`src/hgs_pkg.sv`:
```
// Constants, register map and delay decoding for the hot-swap sequencer
package hgs_pkg;
   // Register byte addresses on the APB bus
   localparam logic [7:0] ADDR_CTRL = 8'h00;
   localparam logic [7:0] ADDR_STATUS = 8'h04;
   localparam logic [7:0] ADDR_INT_STAT = 8'h08;
   localparam logic [7:0] ADDR_INT_MASK = 8'h0c;
   localparam logic [7:0] ADDR_NVM = 8'h10;
   // Control register fields
   localparam int GC_LSB = 0;
   localparam int GC_W = 4;
   localparam int RD_LSB = 4;
   localparam int RAIL_LSB = 6;
   localparam int SEL_W = 2;
   localparam int CTRL_W = 14;
   localparam logic [3:0] GC_DEFAULT = 4'h4;
   localparam logic [13:0] CTRL_RESET = 14'h0004;
   // Quick-select forced codes: current is 10 uA times (code + 1)
   localparam logic [3:0] QS_10UA = 4'h0;
   localparam logic [3:0] QS_70UA = 4'h6;
   localparam logic [3:0] QS_150UA = 4'he;
   // Interrupt status bits
   localparam int INT_OC = 0;
   localparam int INT_PG_LOST = 1;
   localparam int INT_RST_REL = 2;
   localparam int INT_W = 3;
   // Status register fields
   localparam int ST_GATE = 0;
   localparam int ST_PG_N = 1;
   localparam int ST_RAIL_LSB = 2;
   localparam int ST_RST_N = 6;
   localparam int ST_POR = 7;
   localparam int ST_GC_LSB = 8;
   // Timing
   localparam int CLK_PERIOD_NS = 5;
   localparam int MS_NS = 1000000;
   localparam int MS_CYCLES_DEF = MS_NS / CLK_PERIOD_NS;
   localparam int POR_TIME_NS = 10000;
   localparam int POR_CYCLES = (POR_TIME_NS + CLK_PERIOD_NS - 1) / CLK_PERIOD_NS;
   localparam int DLY_W = 13;
   localparam logic [DLY_W-1:0] DLY_100_MS = 13'h0064;
   localparam logic [DLY_W-1:0] DLY_500_MS = 13'h01f4;
   localparam logic [DLY_W-1:0] DLY_1000_MS = 13'h03e8;
   localparam logic [DLY_W-1:0] DLY_5000_MS = 13'h1388;

   // Delay select to milliseconds
   function automatic logic [DLY_W-1:0] delay_ms(input logic [1:0] sel);
      logic [DLY_W-1:0] ms;
      ms = DLY_100_MS;
      unique case (sel)
         2'h0: ms = DLY_100_MS;
         2'h1: ms = DLY_500_MS;
         2'h2: ms = DLY_1000_MS;
         2'h3: ms = DLY_5000_MS;
      endcase
      return ms;
   endfunction : delay_ms
endpackage : hgs_pkg

```
`src/hgs_delay.sv`:
```
// Millisecond delay timer that restarts whenever its run condition drops
`timescale 1ns/10ps
module hgs_delay (
   input wire logic pclk,
   input wire logic presetn,
   input wire logic por_clr,
   input wire logic run,
   input wire logic tick,
   input wire logic [1:0] sel,
   output logic done
);
   logic [hgs_pkg::DLY_W-1:0] cnt;
   logic [hgs_pkg::DLY_W-1:0] limit;

   assign limit = hgs_pkg::delay_ms(sel);

   always_ff @(posedge pclk or negedge presetn) begin
      if (!presetn) begin
         cnt <= '0;
         done <= 1'b0;
      end else if (por_clr || !run) begin
         cnt <= '0;
         done <= 1'b0;
      end else if (tick && !done) begin
         cnt <= cnt + 1'b1;
         done <= (cnt + 1'b1) >= limit;
      end
   end
endmodule : hgs_delay

```
`src/hgs_gate_sel.sv`:
```
// Gate current selection from the quick-select pins or the software code
`timescale 1ns/10ps
module hgs_gate_sel (
   input wire logic quick_select_hi,
   input wire logic quick_select_lo,
   input wire logic [3:0] gate_current_code,
   output logic [3:0] next_gate_code
);
   always_comb begin
      unique case ({quick_select_hi, quick_select_lo})
         2'b00: next_gate_code = gate_current_code;
         2'b01: next_gate_code = hgs_pkg::QS_10UA;
         2'b10: next_gate_code = hgs_pkg::QS_70UA;
         2'b11: next_gate_code = hgs_pkg::QS_150UA;
      endcase
   end
endmodule : hgs_gate_sel

```
`src/hgs_seq.sv`:
```
// Hot-swap gate control, power-good and delayed system reset with APB registers
// Functional notes
// - The gate drives on only while no overcurrent, undervoltage or overvoltage exists.
// - Gate drive current is selectable from 10 uA to 160 uA in 10 uA steps, default 50 uA.
// - The four-bit gate code is linear from 10 uA at code 0 and resets to 0100.
// - Quick pins 00 use the code, 01 force 10 uA, 10 force 70 uA, 11 force 150 uA.
// - Software may rewrite the gate code at any time and it applies directly.
// - Power-good goes low only with no UV, OV, OC and the FET sensed fully on.
// - A drain more than 1 V above the negative supply blocks power-good.
// - A gate below its trip point blocks power-good.
// - The system reset is held active from power-on until release conditions hold.
// - With power-good and all rail goods active, reset releases after the selected delay.
// - The reset delay select gives 100 ms, 500 ms, 1 s or 5 s, default 100 ms.
// - Nonvolatile memory access is refused while power-on reset is in progress.
// - Overcurrent turns the gate off, drops every good output and records a flag.
// - Each rail good goes active its own selected delay after its enable goes active.
//
// Decided for this implementation: the APB interface to the registers and the register offsets.
`timescale 1ns/10ps
module hgs_seq #(
   parameter int MS_CYCLES = hgs_pkg::MS_CYCLES_DEF
) (
   input wire logic pclk,
   input wire logic presetn,
   input wire logic psel,
   input wire logic penable,
   input wire logic pwrite,
   input wire logic [7:0] paddr,
   input wire logic [31:0] pwdata,
   output logic [31:0] prdata,
   output logic pready,
   output logic pslverr,
   input wire logic undervoltage,
   input wire logic overvoltage,
   input wire logic overcurrent,
   input wire logic drain_high,
   input wire logic gate_low,
   input wire logic quick_select_hi,
   input wire logic quick_select_lo,
   input wire logic [3:0] rail_enable_in_n,
   output logic gate_out,
   output logic [3:0] gate_drive_current,
   output logic supply_ok_n,
   output logic [3:0] rail_good_out_n,
   output logic delayed_system_reset_n,
   output logic irq
);
   logic [hgs_pkg::CTRL_W-1:0] ctrl;
   logic [3:0] gate_current_code;
   logic [1:0] reset_delay_select;
   logic [hgs_pkg::INT_W-1:0] int_stat;
   logic [hgs_pkg::INT_W-1:0] int_mask;
   logic [hgs_pkg::INT_W-1:0] next_int_stat;
   logic [hgs_pkg::INT_W-1:0] int_ev;
   logic [31:0] nvm_word;
   logic [11:0] por_cnt;
   logic por_done;
   logic [17:0] ms_cnt;
   logic ms_tick;
   logic [3:0] rail_done;
   logic rst_done;
   logic release_ok;
   logic fet_ok;
   logic oc_q;
   logic [3:0] next_gate_code;
   logic setup;
   logic access;
   logic wr_en;
   logic addr_ok;
   logic refuse;
   logic [31:0] rd_val;

   assign gate_current_code = ctrl[hgs_pkg::GC_LSB +: hgs_pkg::GC_W];
   assign reset_delay_select = ctrl[hgs_pkg::RD_LSB +: hgs_pkg::SEL_W];

   // ---------------- Power-on reset and millisecond divider ----------------
   always_ff @(posedge pclk or negedge presetn) begin
      if (!presetn) begin
         por_cnt <= '0;
         por_done <= 1'b0;
      end else if (!por_done) begin
         por_cnt <= por_cnt + 1'b1;
         por_done <= (por_cnt + 1'b1) >= 12'(hgs_pkg::POR_CYCLES);
      end
   end

   // One tick per millisecond; held in reset until supply is stable
   always_ff @(posedge pclk or negedge presetn) begin
      if (!presetn) begin
         ms_cnt <= '0;
         ms_tick <= 1'b0;
      end else if (!por_done) begin
         ms_cnt <= '0;
         ms_tick <= 1'b0;
      end else if (ms_cnt == 18'(MS_CYCLES - 1)) begin
         ms_cnt <= '0;
         ms_tick <= 1'b1;
      end else begin
         ms_cnt <= ms_cnt + 1'b1;
         ms_tick <= 1'b0;
      end
   end

   // ---------------- Gate drive ----------------
   hgs_gate_sel u_gate_sel (
      .quick_select_hi(quick_select_hi),
      .quick_select_lo(quick_select_lo),
      .gate_current_code(gate_current_code),
      .next_gate_code(next_gate_code)
   );

   always_ff @(posedge pclk or negedge presetn) begin
      if (!presetn) begin
         gate_drive_current <= hgs_pkg::GC_DEFAULT;
      end else begin
         gate_drive_current <= next_gate_code;
      end
   end

   // Gate held off until power-on reset completes so the FET cannot creep on
   always_ff @(posedge pclk or negedge presetn) begin
      if (!presetn) begin
         gate_out <= 1'b0;
      end else begin
         gate_out <= por_done && !undervoltage && !overvoltage && !overcurrent;
      end
   end

   // ---------------- Power-good ----------------
   assign fet_ok = !drain_high && !gate_low;

   always_ff @(posedge pclk or negedge presetn) begin
      if (!presetn) begin
         supply_ok_n <= 1'b1;
      end else begin
         supply_ok_n <= !(por_done && !undervoltage && !overvoltage
                          && !overcurrent && fet_ok);
      end
   end

   // ---------------- Rail goods ----------------
   for (genvar i = 0; i < 4; i++) begin : g_rail
      hgs_delay u_rail_dly (
         .pclk(pclk),
         .presetn(presetn),
         .por_clr(!por_done),
         .run(!rail_enable_in_n[i] && !overcurrent),
         .tick(ms_tick),
         .sel(ctrl[hgs_pkg::RAIL_LSB + 2*i +: hgs_pkg::SEL_W]),
         .done(rail_done[i])
      );

      always_ff @(posedge pclk or negedge presetn) begin
         if (!presetn) begin
            rail_good_out_n[i] <= 1'b1;
         end else begin
            rail_good_out_n[i] <= !(rail_done[i] && !rail_enable_in_n[i]
                                    && !overcurrent);
         end
      end
   end

   // ---------------- Delayed system reset ----------------
   assign release_ok = por_done && !supply_ok_n && (rail_good_out_n == 4'h0);

   hgs_delay u_rst_dly (
      .pclk(pclk),
      .presetn(presetn),
      .por_clr(!por_done),
      .run(release_ok),
      .tick(ms_tick),
      .sel(reset_delay_select),
      .done(rst_done)
   );

   // Gated with release_ok too so a lost condition re-holds reset at once
   always_ff @(posedge pclk or negedge presetn) begin
      if (!presetn) begin
         delayed_system_reset_n <= 1'b0;
      end else begin
         delayed_system_reset_n <= rst_done && release_ok;
      end
   end

   // ---------------- APB slave ----------------
   assign setup = psel && !penable;
   assign access = psel && penable && pready;
   assign addr_ok = paddr == hgs_pkg::ADDR_CTRL || paddr == hgs_pkg::ADDR_STATUS
                    || paddr == hgs_pkg::ADDR_INT_STAT || paddr == hgs_pkg::ADDR_INT_MASK
                    || paddr == hgs_pkg::ADDR_NVM;
   assign refuse = !addr_ok || (paddr == hgs_pkg::ADDR_NVM && !por_done);
   assign wr_en = access && pwrite && !pslverr;

   always_comb begin
      rd_val = '0;
      unique case (paddr)
         hgs_pkg::ADDR_CTRL: rd_val[hgs_pkg::CTRL_W-1:0] = ctrl;
         hgs_pkg::ADDR_STATUS: begin
            rd_val[hgs_pkg::ST_GATE] = gate_out;
            rd_val[hgs_pkg::ST_PG_N] = supply_ok_n;
            rd_val[hgs_pkg::ST_RAIL_LSB +: 4] = rail_good_out_n;
            rd_val[hgs_pkg::ST_RST_N] = delayed_system_reset_n;
            rd_val[hgs_pkg::ST_POR] = por_done;
            rd_val[hgs_pkg::ST_GC_LSB +: 4] = gate_drive_current;
         end
         hgs_pkg::ADDR_INT_STAT: rd_val[hgs_pkg::INT_W-1:0] = int_stat;
         hgs_pkg::ADDR_INT_MASK: rd_val[hgs_pkg::INT_W-1:0] = int_mask;
         hgs_pkg::ADDR_NVM: rd_val = por_done ? nvm_word : '0;
         default: rd_val = '0;
      endcase
   end

   // Answer in the access cycle right after setup: no wait states
   always_ff @(posedge pclk or negedge presetn) begin
      if (!presetn) begin
         pready <= 1'b0;
         pslverr <= 1'b0;
         prdata <= '0;
      end else if (setup) begin
         pready <= 1'b1;
         pslverr <= refuse;
         prdata <= (pwrite || refuse) ? 32'h0000_0000 : rd_val;
      end else begin
         pready <= 1'b0;
         pslverr <= 1'b0;
         prdata <= '0;
      end
   end

   always_ff @(posedge pclk or negedge presetn) begin
      if (!presetn) begin
         ctrl <= hgs_pkg::CTRL_RESET;
      end else if (wr_en && paddr == hgs_pkg::ADDR_CTRL) begin
         ctrl <= pwdata[hgs_pkg::CTRL_W-1:0];
      end
   end

   always_ff @(posedge pclk or negedge presetn) begin
      if (!presetn) begin
         int_mask <= '0;
      end else if (wr_en && paddr == hgs_pkg::ADDR_INT_MASK) begin
         int_mask <= pwdata[hgs_pkg::INT_W-1:0];
      end
   end

   always_ff @(posedge pclk or negedge presetn) begin
      if (!presetn) begin
         nvm_word <= '0;
      end else if (wr_en && paddr == hgs_pkg::ADDR_NVM) begin
         nvm_word <= pwdata;
      end
   end

   // ---------------- Interrupts ----------------
   always_ff @(posedge pclk or negedge presetn) begin
      if (!presetn) begin
         oc_q <= 1'b0;
      end else begin
         oc_q <= overcurrent;
      end
   end

   always_comb begin
      int_ev = '0;
      int_ev[hgs_pkg::INT_OC] = overcurrent && !oc_q;
      int_ev[hgs_pkg::INT_PG_LOST] = !supply_ok_n && por_done
                                      && (overcurrent || !fet_ok);
      int_ev[hgs_pkg::INT_RST_REL] = rst_done && release_ok && !delayed_system_reset_n;
      next_int_stat = int_stat;
      if (wr_en && paddr == hgs_pkg::ADDR_INT_STAT) begin
         next_int_stat = int_stat & ~pwdata[hgs_pkg::INT_W-1:0];
      end
      // An event in the clearing cycle wins
      next_int_stat = next_int_stat | int_ev;
   end

   always_ff @(posedge pclk or negedge presetn) begin
      if (!presetn) begin
         int_stat <= '0;
         irq <= 1'b0;
      end else begin
         int_stat <= next_int_stat;
         irq <= |(next_int_stat & int_mask);
      end
   end
endmodule : hgs_seq

```
`config.mk`:
```
export PLATFORM = sky130hd
export DESIGN_NAME = hgs_seq
export DESIGN_NICKNAME = d
export VERILOG_FILES = /design/src/hgs_pkg.sv /design/src/hgs_delay.sv /design/src/hgs_gate_sel.sv /design/src/hgs_seq.sv
export SDC_FILE = /design/constraint.sdc
export NUM_CORES = 1
export LEC_CHECK = 0
export BUFFER_PORTS_ARGS = -buffer_cell sky130_fd_sc_hd__buf_2
export CORE_MARGIN = 5
export CORE_UTILIZATION = 55
export DETAILED_ROUTE_END_ITERATION = 8
export PLACE_DENSITY = 0.75
export RECOVER_POWER = 100
export SKIP_LAST_GASP = 1
export SLEW_MARGIN = 10
export SYNTH_ARGS = -nofsm -noshare
export SYNTH_HDL_FRONTEND = slang
export SYNTH_SLANG_ARGS = --single-unit
```
`constraint.sdc`:
```
create_clock -name pclk -period 2.55 [get_ports pclk]
set_input_delay 0.1275 -clock pclk [delete_from_list [all_inputs] [get_ports pclk]]
set_output_delay 0.1275 -clock pclk [all_outputs]
set_load 0.02 [all_outputs]
```
==> results of run 1 <==
## final timing paths
check	startpoint	endpoint	slack, ps
max in group asynchronous	presetn	ctrl[2]	430
max	g_rail[1].u_rail_dly.cnt[0]	g_rail[1].u_rail_dly.done	170
min reg2reg	nvm_word[23]	prdata[23]	470
min in group asynchronous	presetn	g_rail[1].u_rail_dly.cnt[9]	710
min	penable	pready	-5
max reg2reg	g_rail[1].u_rail_dly.cnt[0]	g_rail[1].u_rail_dly.done	170
## worst min-delay path, cell delays in order
cell	delay, ps
buf_2	90
nand2b_1	190
inv_1	60
## cells in the mapped netlist, types with 2 or more instances
library cell / instances
nand3_1: 44
or2_2: 4
xor2_1: 65
nand4_1: 22
nor2_1: 132
nor4_1: 6
or3_1: 22
a21oi_1: 45
mux2i_1: 4
a211oi_1: 6
mux2_2: 40
o211ai_1: 6
clkbuf_1: 33
buf_2: 2
mux2_4: 10
nor3_1: 23
o21ai_0: 29
or4_1: 2
xnor2_1: 59
dfrtp_1: 194
and3_1: 7
a31oi_1: 3
a21o_1: 5
nand2_1: 98
nand2b_1: 12
o31a_1: 3
inv_1: 27
nor2b_1: 12
and4_1: 4
and2_1: 22
a222oi_1: 7
a22oi_1: 8
a21boi_0: 3
ha_1: 52
nor4b_1: 2
dfstp_2: 7
## state kept, by name (all words and copies together) (netlist names), 3 cells and up
| name | flops |
|---|---|
| rail_good_out_n | 4 |
| g_rail.u_rail_dly.done | 4 |
| g_rail.u_rail_dly.cnt | 52 |
| ctrl | 14 |
| int_stat | 3 |
| prdata | 32 |
| por_cnt | 12 |
| int_mask | 3 |
| gate_drive_current | 4 |
| ms_cnt | 18 |
| u_rst_dly.cnt | 13 |
| nvm_word | 32 |
## area by class of cell
| cell class | count | area share [%] |
|---|---|---|
| sequential | 201 | 40.5 |
| multi-input combinational | 775 | 41.3 |
| antenna | 2 | 0.0402 |
| tap | 234 | 2.35 |
| clock inverter | 11 | 1.13 |
| clock buffer | 31 | 5.19 |
| timing repair buffer | 171 | 8.66 |
| inverter | 27 | 0.814 |
## layer usage
metal	track usage [%]	up-vias	share of wire (%)	wire length (µm)
met3	3.08	52	4.2	1020
met5	0	-	0	0
met4	7.99	0	3.3	804
met2	36.1	189	48	11600
met1	29.9	3967	44	10700
li1	-	3899	-	-
## report_power, final
part / switching, W / leakage (nW) / total (W) / internal, W
Sequential: 0.00000536 / 2.75 / 0.00320 / 0.00320
Clock: 0.00131 / 0.393 / 0.00340 / 0.00209
Combinational: 0.000128 / 2.37 / 0.000225 / 0.0000967
## what timing repair did
action	in CTS	in global routing
hold endpoints to repair	134	0
endpoints found under the setup margin	0	2
gates resized for setup	0	2
hold buffers	48	0
## through the flow
step           worst slack, ps  utilization, %  hold WS [ps]  TNS, ps  area [µm²]
2_1_floorplan              200               -          -168        0       10500
3_3_place_gp               228            60.4           185        0       11300
5_1_grt                  -21.6            66.3          32.7    -30.4       12400
4_1_cts                    146            67.1          14.8        0       12600
3_5_place_dp               167            60.4           190        0       11300
6_report                   173            66.3         -5.36        0       12400
## cell families (layout without fill, tap and decap cells)
family | count (synthesis) | count (layout) | share of synthesized area [%]
compound gates | 124 | 124 | 7.38
xor+xnor | 124 | 124 | 10.4
fa+ha+maj | 52 | 52 | 6.20
buf+inv | 66 | 240 | 2.50
flops | 201 | 201 | 48.0
mux | 54 | 54 | 6.11
other cells | 0 | 2 | 0
simple gates | 421 | 421 | 19.4
==> impl_metrics.tcl, run 1 <==
set metrics [dict create \
    outcome "finished with violations" \
    violations "negative hold slack, max-capacitance violations, max-slew violations" \
    die_area_um2 21900 \
    peakVddDrop_v 0.000428 \
    core_um2 18800 \
    cts-root-to-sink-buffers 3 \
    final_cells 1452 \
    regArea_um2 5040 \
    dp.cells 1360 \
    synth.area.top_cells "dfrtp_1 (46%), ha_1 (6.2%), xor2_1 (5.4%)" \
    cts_tree "yes" \
    cpMaxStageDelayCell "or4_1" \
    die_w_um 148 \
    crit_path_end_kind "flop" \
    power.density_nw_per_um2 549 \
    cts-root-buf "clkbuf_16" \
    max_stage_delay_ps 600 \
    synth-seq-cells 201 \
    clkLatencyLatePin_ps 510 \
    hold_viol 1 \
    finalCritPeriodShare_pct 93.2 \
    die_h_um 148 \
    critPathTopFamily "simple AND/OR/NAND/NOR gates" \
    worstSetupPathDepth 9 \
    syn_area_um2 10500 \
    grt_pass1_wl_um 39800 \
    firstDrtPassIters 5 \
    mostFrequentLayoutCells "dfrtp_1 (194), nor2_1 (132), nand2_1 (99), xor2_1 (65), clkbuf_1 (60)" \
    synth_flop_cell "dfrtp_1" \
    yosysWarnings 0 \
    initial_utilization_pct 55.9 \
    portBuffers 101 \
    final_max_slew_viol_count 76 \
    overflow 0 \
    timing.final.setup_violations 0 \
    tightestPinTransition_ps 1940 \
    ios 102 \
    leakagePower_nw 5.52 \
    gp_congestion 0.849 \
    wire_per_inst_um 16.6 \
    routed_wl_um 24100 \
    critPathLaunchType "flop" \
    crit_top_cell "ha_1" \
    fin_hold_ws_ps -5.36 \
    vias_per_cell 5.58 \
    min_path_cells 3 \
    critPathBufInv 0 \
    area.growth.synth_to_final_pct 18.6 \
    async_flop_share_pct 100 \
    required_ps 2930 \
    ctsHtreeMaxLevel 1 \
    first_iter_violations 495 \
    drtAntennaViolNets 0 \
    synth_fp_nets 1150 \
    grt_pass1_vias 8075 \
    track_usage_pct 21.9 \
    multi_input_area_um2 5150 \
    crit_fanout 5 \
    mostFrequentLayoutCell "dfrtp_1" \
    power_w 0.00683 \
    drc_errors 0 \
    timing.slew.headroom_pct -29.6 \
    rsz0062_at_grt "yes" \
    skew_ps 16.2 \
    synth.distinct_cells 58 \
    fin_nets 1307 \
    fin_crit_ps 2380 \
    synth_edf_count 0 \
    path_cells "ha_1, nand3_1, or4_1, nor2_1, xor2_1, ha_1, o21ai_0, a21oi_1, o31a_1" \
    yosysTopAreaCell "dfrtp_1" \
    antenna_found_initial 1 \
    max_freq_mhz 421 \
    vias 8107 \
    clkSinkCount 201 \
    cp.arrival_ps 2760 \
    postCtsSetupRepairBufs 0 \
    synth_top_area_share_pct 46.3 \
    cap_viol_max_count 1 \
    fp-row-count 50 \
    cts_made_buffers 23 \
    rr_worst_depth 9 \
    syn_avg_cell_area_um2 10.1 \
    dp_hpwl_um 16500 \
    yosysSeqAreaShare_pct 48.0 \
    fillers 1493 \
    layout-drive-gt1-share_pct 13.2 \
    synthCells 1042 \
    worstSetupPathType "flop to flop" \
    grt_max_degree 77 \
    clk_pin_slew_ps 70 \
    hold_class "primary input to flop" \
]
(Power assumes the default switching activity.)
==> inputs of run 2 (changes only) <==
CORE_MARGIN = not set   (was 5)
==> run 2 against run 1 <==
  * The run ends with max-capacitance violations, max-slew violations left
  * Count of clock-buffer cells in the layout down 2
  * Sequential share of layout area down 0.18 points
  * Register-to-register slack about the same
  * Worst setup slack better by 6.5 ps
  * Combinational power up 2%
  * Sequential power about the same
  * Largest cell class unchanged
  * Highest routed layer unchanged
==> impl_metrics.tcl, run 2 (synthesis results as in run 1) <==
set metrics [dict create \
    outcome "finished with violations" \
    violations "max-capacitance violations, max-slew violations" \
    pwr-share-clk_pct 50.9 \
    fin_nets 1306 \
    largest_register_ffs 52 \
    grt_max_degree 69 \
    cts_made_buffers 23 \
    grt_pass1_wl_um 39400 \
    power_w 0.00700 \
    overflow 0 \
    cp.arrival_ps 2770 \
    finalInstanceArea_um2 12500 \
    drtAntennaViolNets 0 \
    worstSetupPathType "flop to flop" \
    crit_fanout 5 \
    antenna_found_initial 0 \
    clk_pin_slew_ps 60 \
    placed_area_um2 11300 \
    core_um2 18700 \
    clkSinkCount 201 \
    final_max_slew_viol_count 67 \
    die_area_um2 19600 \
    setup_tns_ps 0 \
    firstDrtPassIters 5 \
    power.share.combinational_pct 3.3 \
    cpMaxStageDelayCell "or4_1" \
    die_h_um 140 \
    ios 102 \
    skew_ps 13.8 \
    fp-row-count 50 \
    finalCritPeriodShare_pct 93.0 \
    dp_hpwl_um 15900 \
    path_cells "ha_1, nand3_1, or4_1, nor2_1, xor2_1, ha_1, o21ai_0, a21oi_1, o31a_1" \
    hold_viol 0 \
    tightestPinTransition_ps 1700 \
    timing.slew.headroom_pct -13.7 \
    cts-root-to-sink-buffers 3 \
    regMostFlops "g_rail.u_rail_dly.cnt" \
    track_usage_pct 24.9 \
    dpl_worst_slack_ps 165 \
    crit_path_end_kind "flop" \
    rsz0062_at_grt "no" \
    ctsHtreeMaxLevel 1 \
    layout-drive-gt1-share_pct 13.5 \
    mostFrequentLayoutCell "dfrtp_1" \
    cts-root-buf "clkbuf_16" \
    initial_utilization_pct 56.1 \
    antenna_cells 0 \
    fin_crit_ps 2370 \
    critPathLaunchType "flop" \
    grt_pass1_vias 8018 \
    portBuffers 101 \
    routed_wl_um 23800 \
    reg_top3 "g_rail.u_rail_dly.cnt (52), nvm_word (32), prdata (32)" \
    fin_hold_ws_ps 71.4 \
    die_w_um 140 \
    postCtsSetupRepairBufs 0 \
    p_int_w 0.00557 \
    required_ps 2950 \
    peakVddDrop_v 0.000402 \
    timing.final.setup_violations 0 \
    cts_tree "yes" \
    fin_ws_ps 179 \
    netSwitchingPower_w 0.00143 \
    leakagePower_nw 5.53 \
    clkLatencyLatePin_ps 510 \
    seqPwrFrac_pct 45.8 \
    wire_per_inst_um 16.4 \
    area.growth.synth_to_final_pct 19.2 \
    crit_top_cell "ha_1" \
    max_stage_delay_ps 600 \
    drc_errors 0 \
    hold_class "primary input to flop" \
    power.density_nw_per_um2 560 \
    cap_viol_max_count 1 \
    gp_congestion 0.861 \
    max_freq_mhz 422 \
    mostFrequentLayoutCells "dfrtp_1 (194), nor2_1 (132), nand2_1 (99), xor2_1 (65)" \
    vias 8154 \
    vias_per_cell 5.63 \
    first_iter_violations 468 \
    switching_share_pct 20.4 \
]
run 2: cell types whose count changed in the layout (fill, tap and decap cells not counted), sizes merged:
cell | before | now
bufinv | 3 | 5
inv | 29 | 28
clkinv | 6 | 5
buf | 64 | 63
diode | 2 | 0
clkinvlp | 0 | 1
clkbuf | 90 | 88
run 2: path summary, 6_finish.rpt:
| kind | startpoint | to | slack, ps | depth (start not counted) |
|---|---|---|---|---|
| worst max-delay path | g_rail[2].u_rail_dly.cnt[0] | g_rail[2].u_rail_dly.done | 180 | 9 |
| max in group asynchronous | presetn | prdata[24] | 530 | 3 |
| worst max register to register | g_rail[2].u_rail_dly.cnt[0] | g_rail[2].u_rail_dly.done | 180 | 9 |
| worst min register to register | g_rail[0].u_rail_dly.done | rail_good_out_n[0] | 460 | 1 |
| worst min-delay path | penable | pready | 70 | 3 |
| min in group asynchronous | presetn | g_rail[1].u_rail_dly.cnt[9] | 620 | 2 |
run 2: stage by stage:
| stage | utilization [%] | cells |
|---|---|---|
| after detailed placement | 60.5 | 1359 |
| after global placement | 60.5 | 1359 |
| after global routing | 66.8 | 1448 |
| after floorplan | - | 1042 |
| after CTS | 67.5 | 1448 |
| final | 66.8 | 1448 |
run 2: worst max-delay path, delay by kind of cell, from the launching register on:
family	cells	cell delay [ps]
fa+ha+maj	2	480
flops	1	390
xor+xnor	1	160
simple gates	3	880
compound gates	3	370
run 2: area by class of cell:
class / instances / area (µm²)
fillers: 1461 / 6200
multi-input cells: 775 / 5170
flip-flops and latches: 201 / 5040
repair buffers: 170 / 1070
clock buffers: 29 / 638
well taps: 234 / 293
clock inverters: 12 / 191
inverters: 27 / 101
run 2: metal layers:
metal / up-vias / wire length (µm) / global-route usage [%] / part of all wire [%]
met4: 0 / 816 / 9.49 / 3.4
met1: 3976 / 10400 / 33.2 / 44
met2: 207 / 11400 / 41.2 / 48
met5: - / 0 / 0 / 0
li1: 3903 / - / - / -
met3: 68 / 1150 / 3.76 / 4.8
run 2: power by group through the flow:
stage | registers (W) | clock network, W | logic [W]
3_3_place_gp | 0.00326 | 0 | 0.000175
3_5_place_dp | 0.00326 | 0 | 0.000177
6_report | 0.00320 | 0.00356 | 0.000229
4_1_cts | 0.00320 | 0.00362 | 0.000236
2_1_floorplan | 0.00327 | 0 | 0.0000302
5_1_grt | 0.00320 | 0.00375 | 0.000257
run 2: repair_timing:
item,CTS,global route
endpoints found under the hold margin,125,0
hold buffers,48,0
setup endpoints to repair,0,3
gates resized for setup,0,5
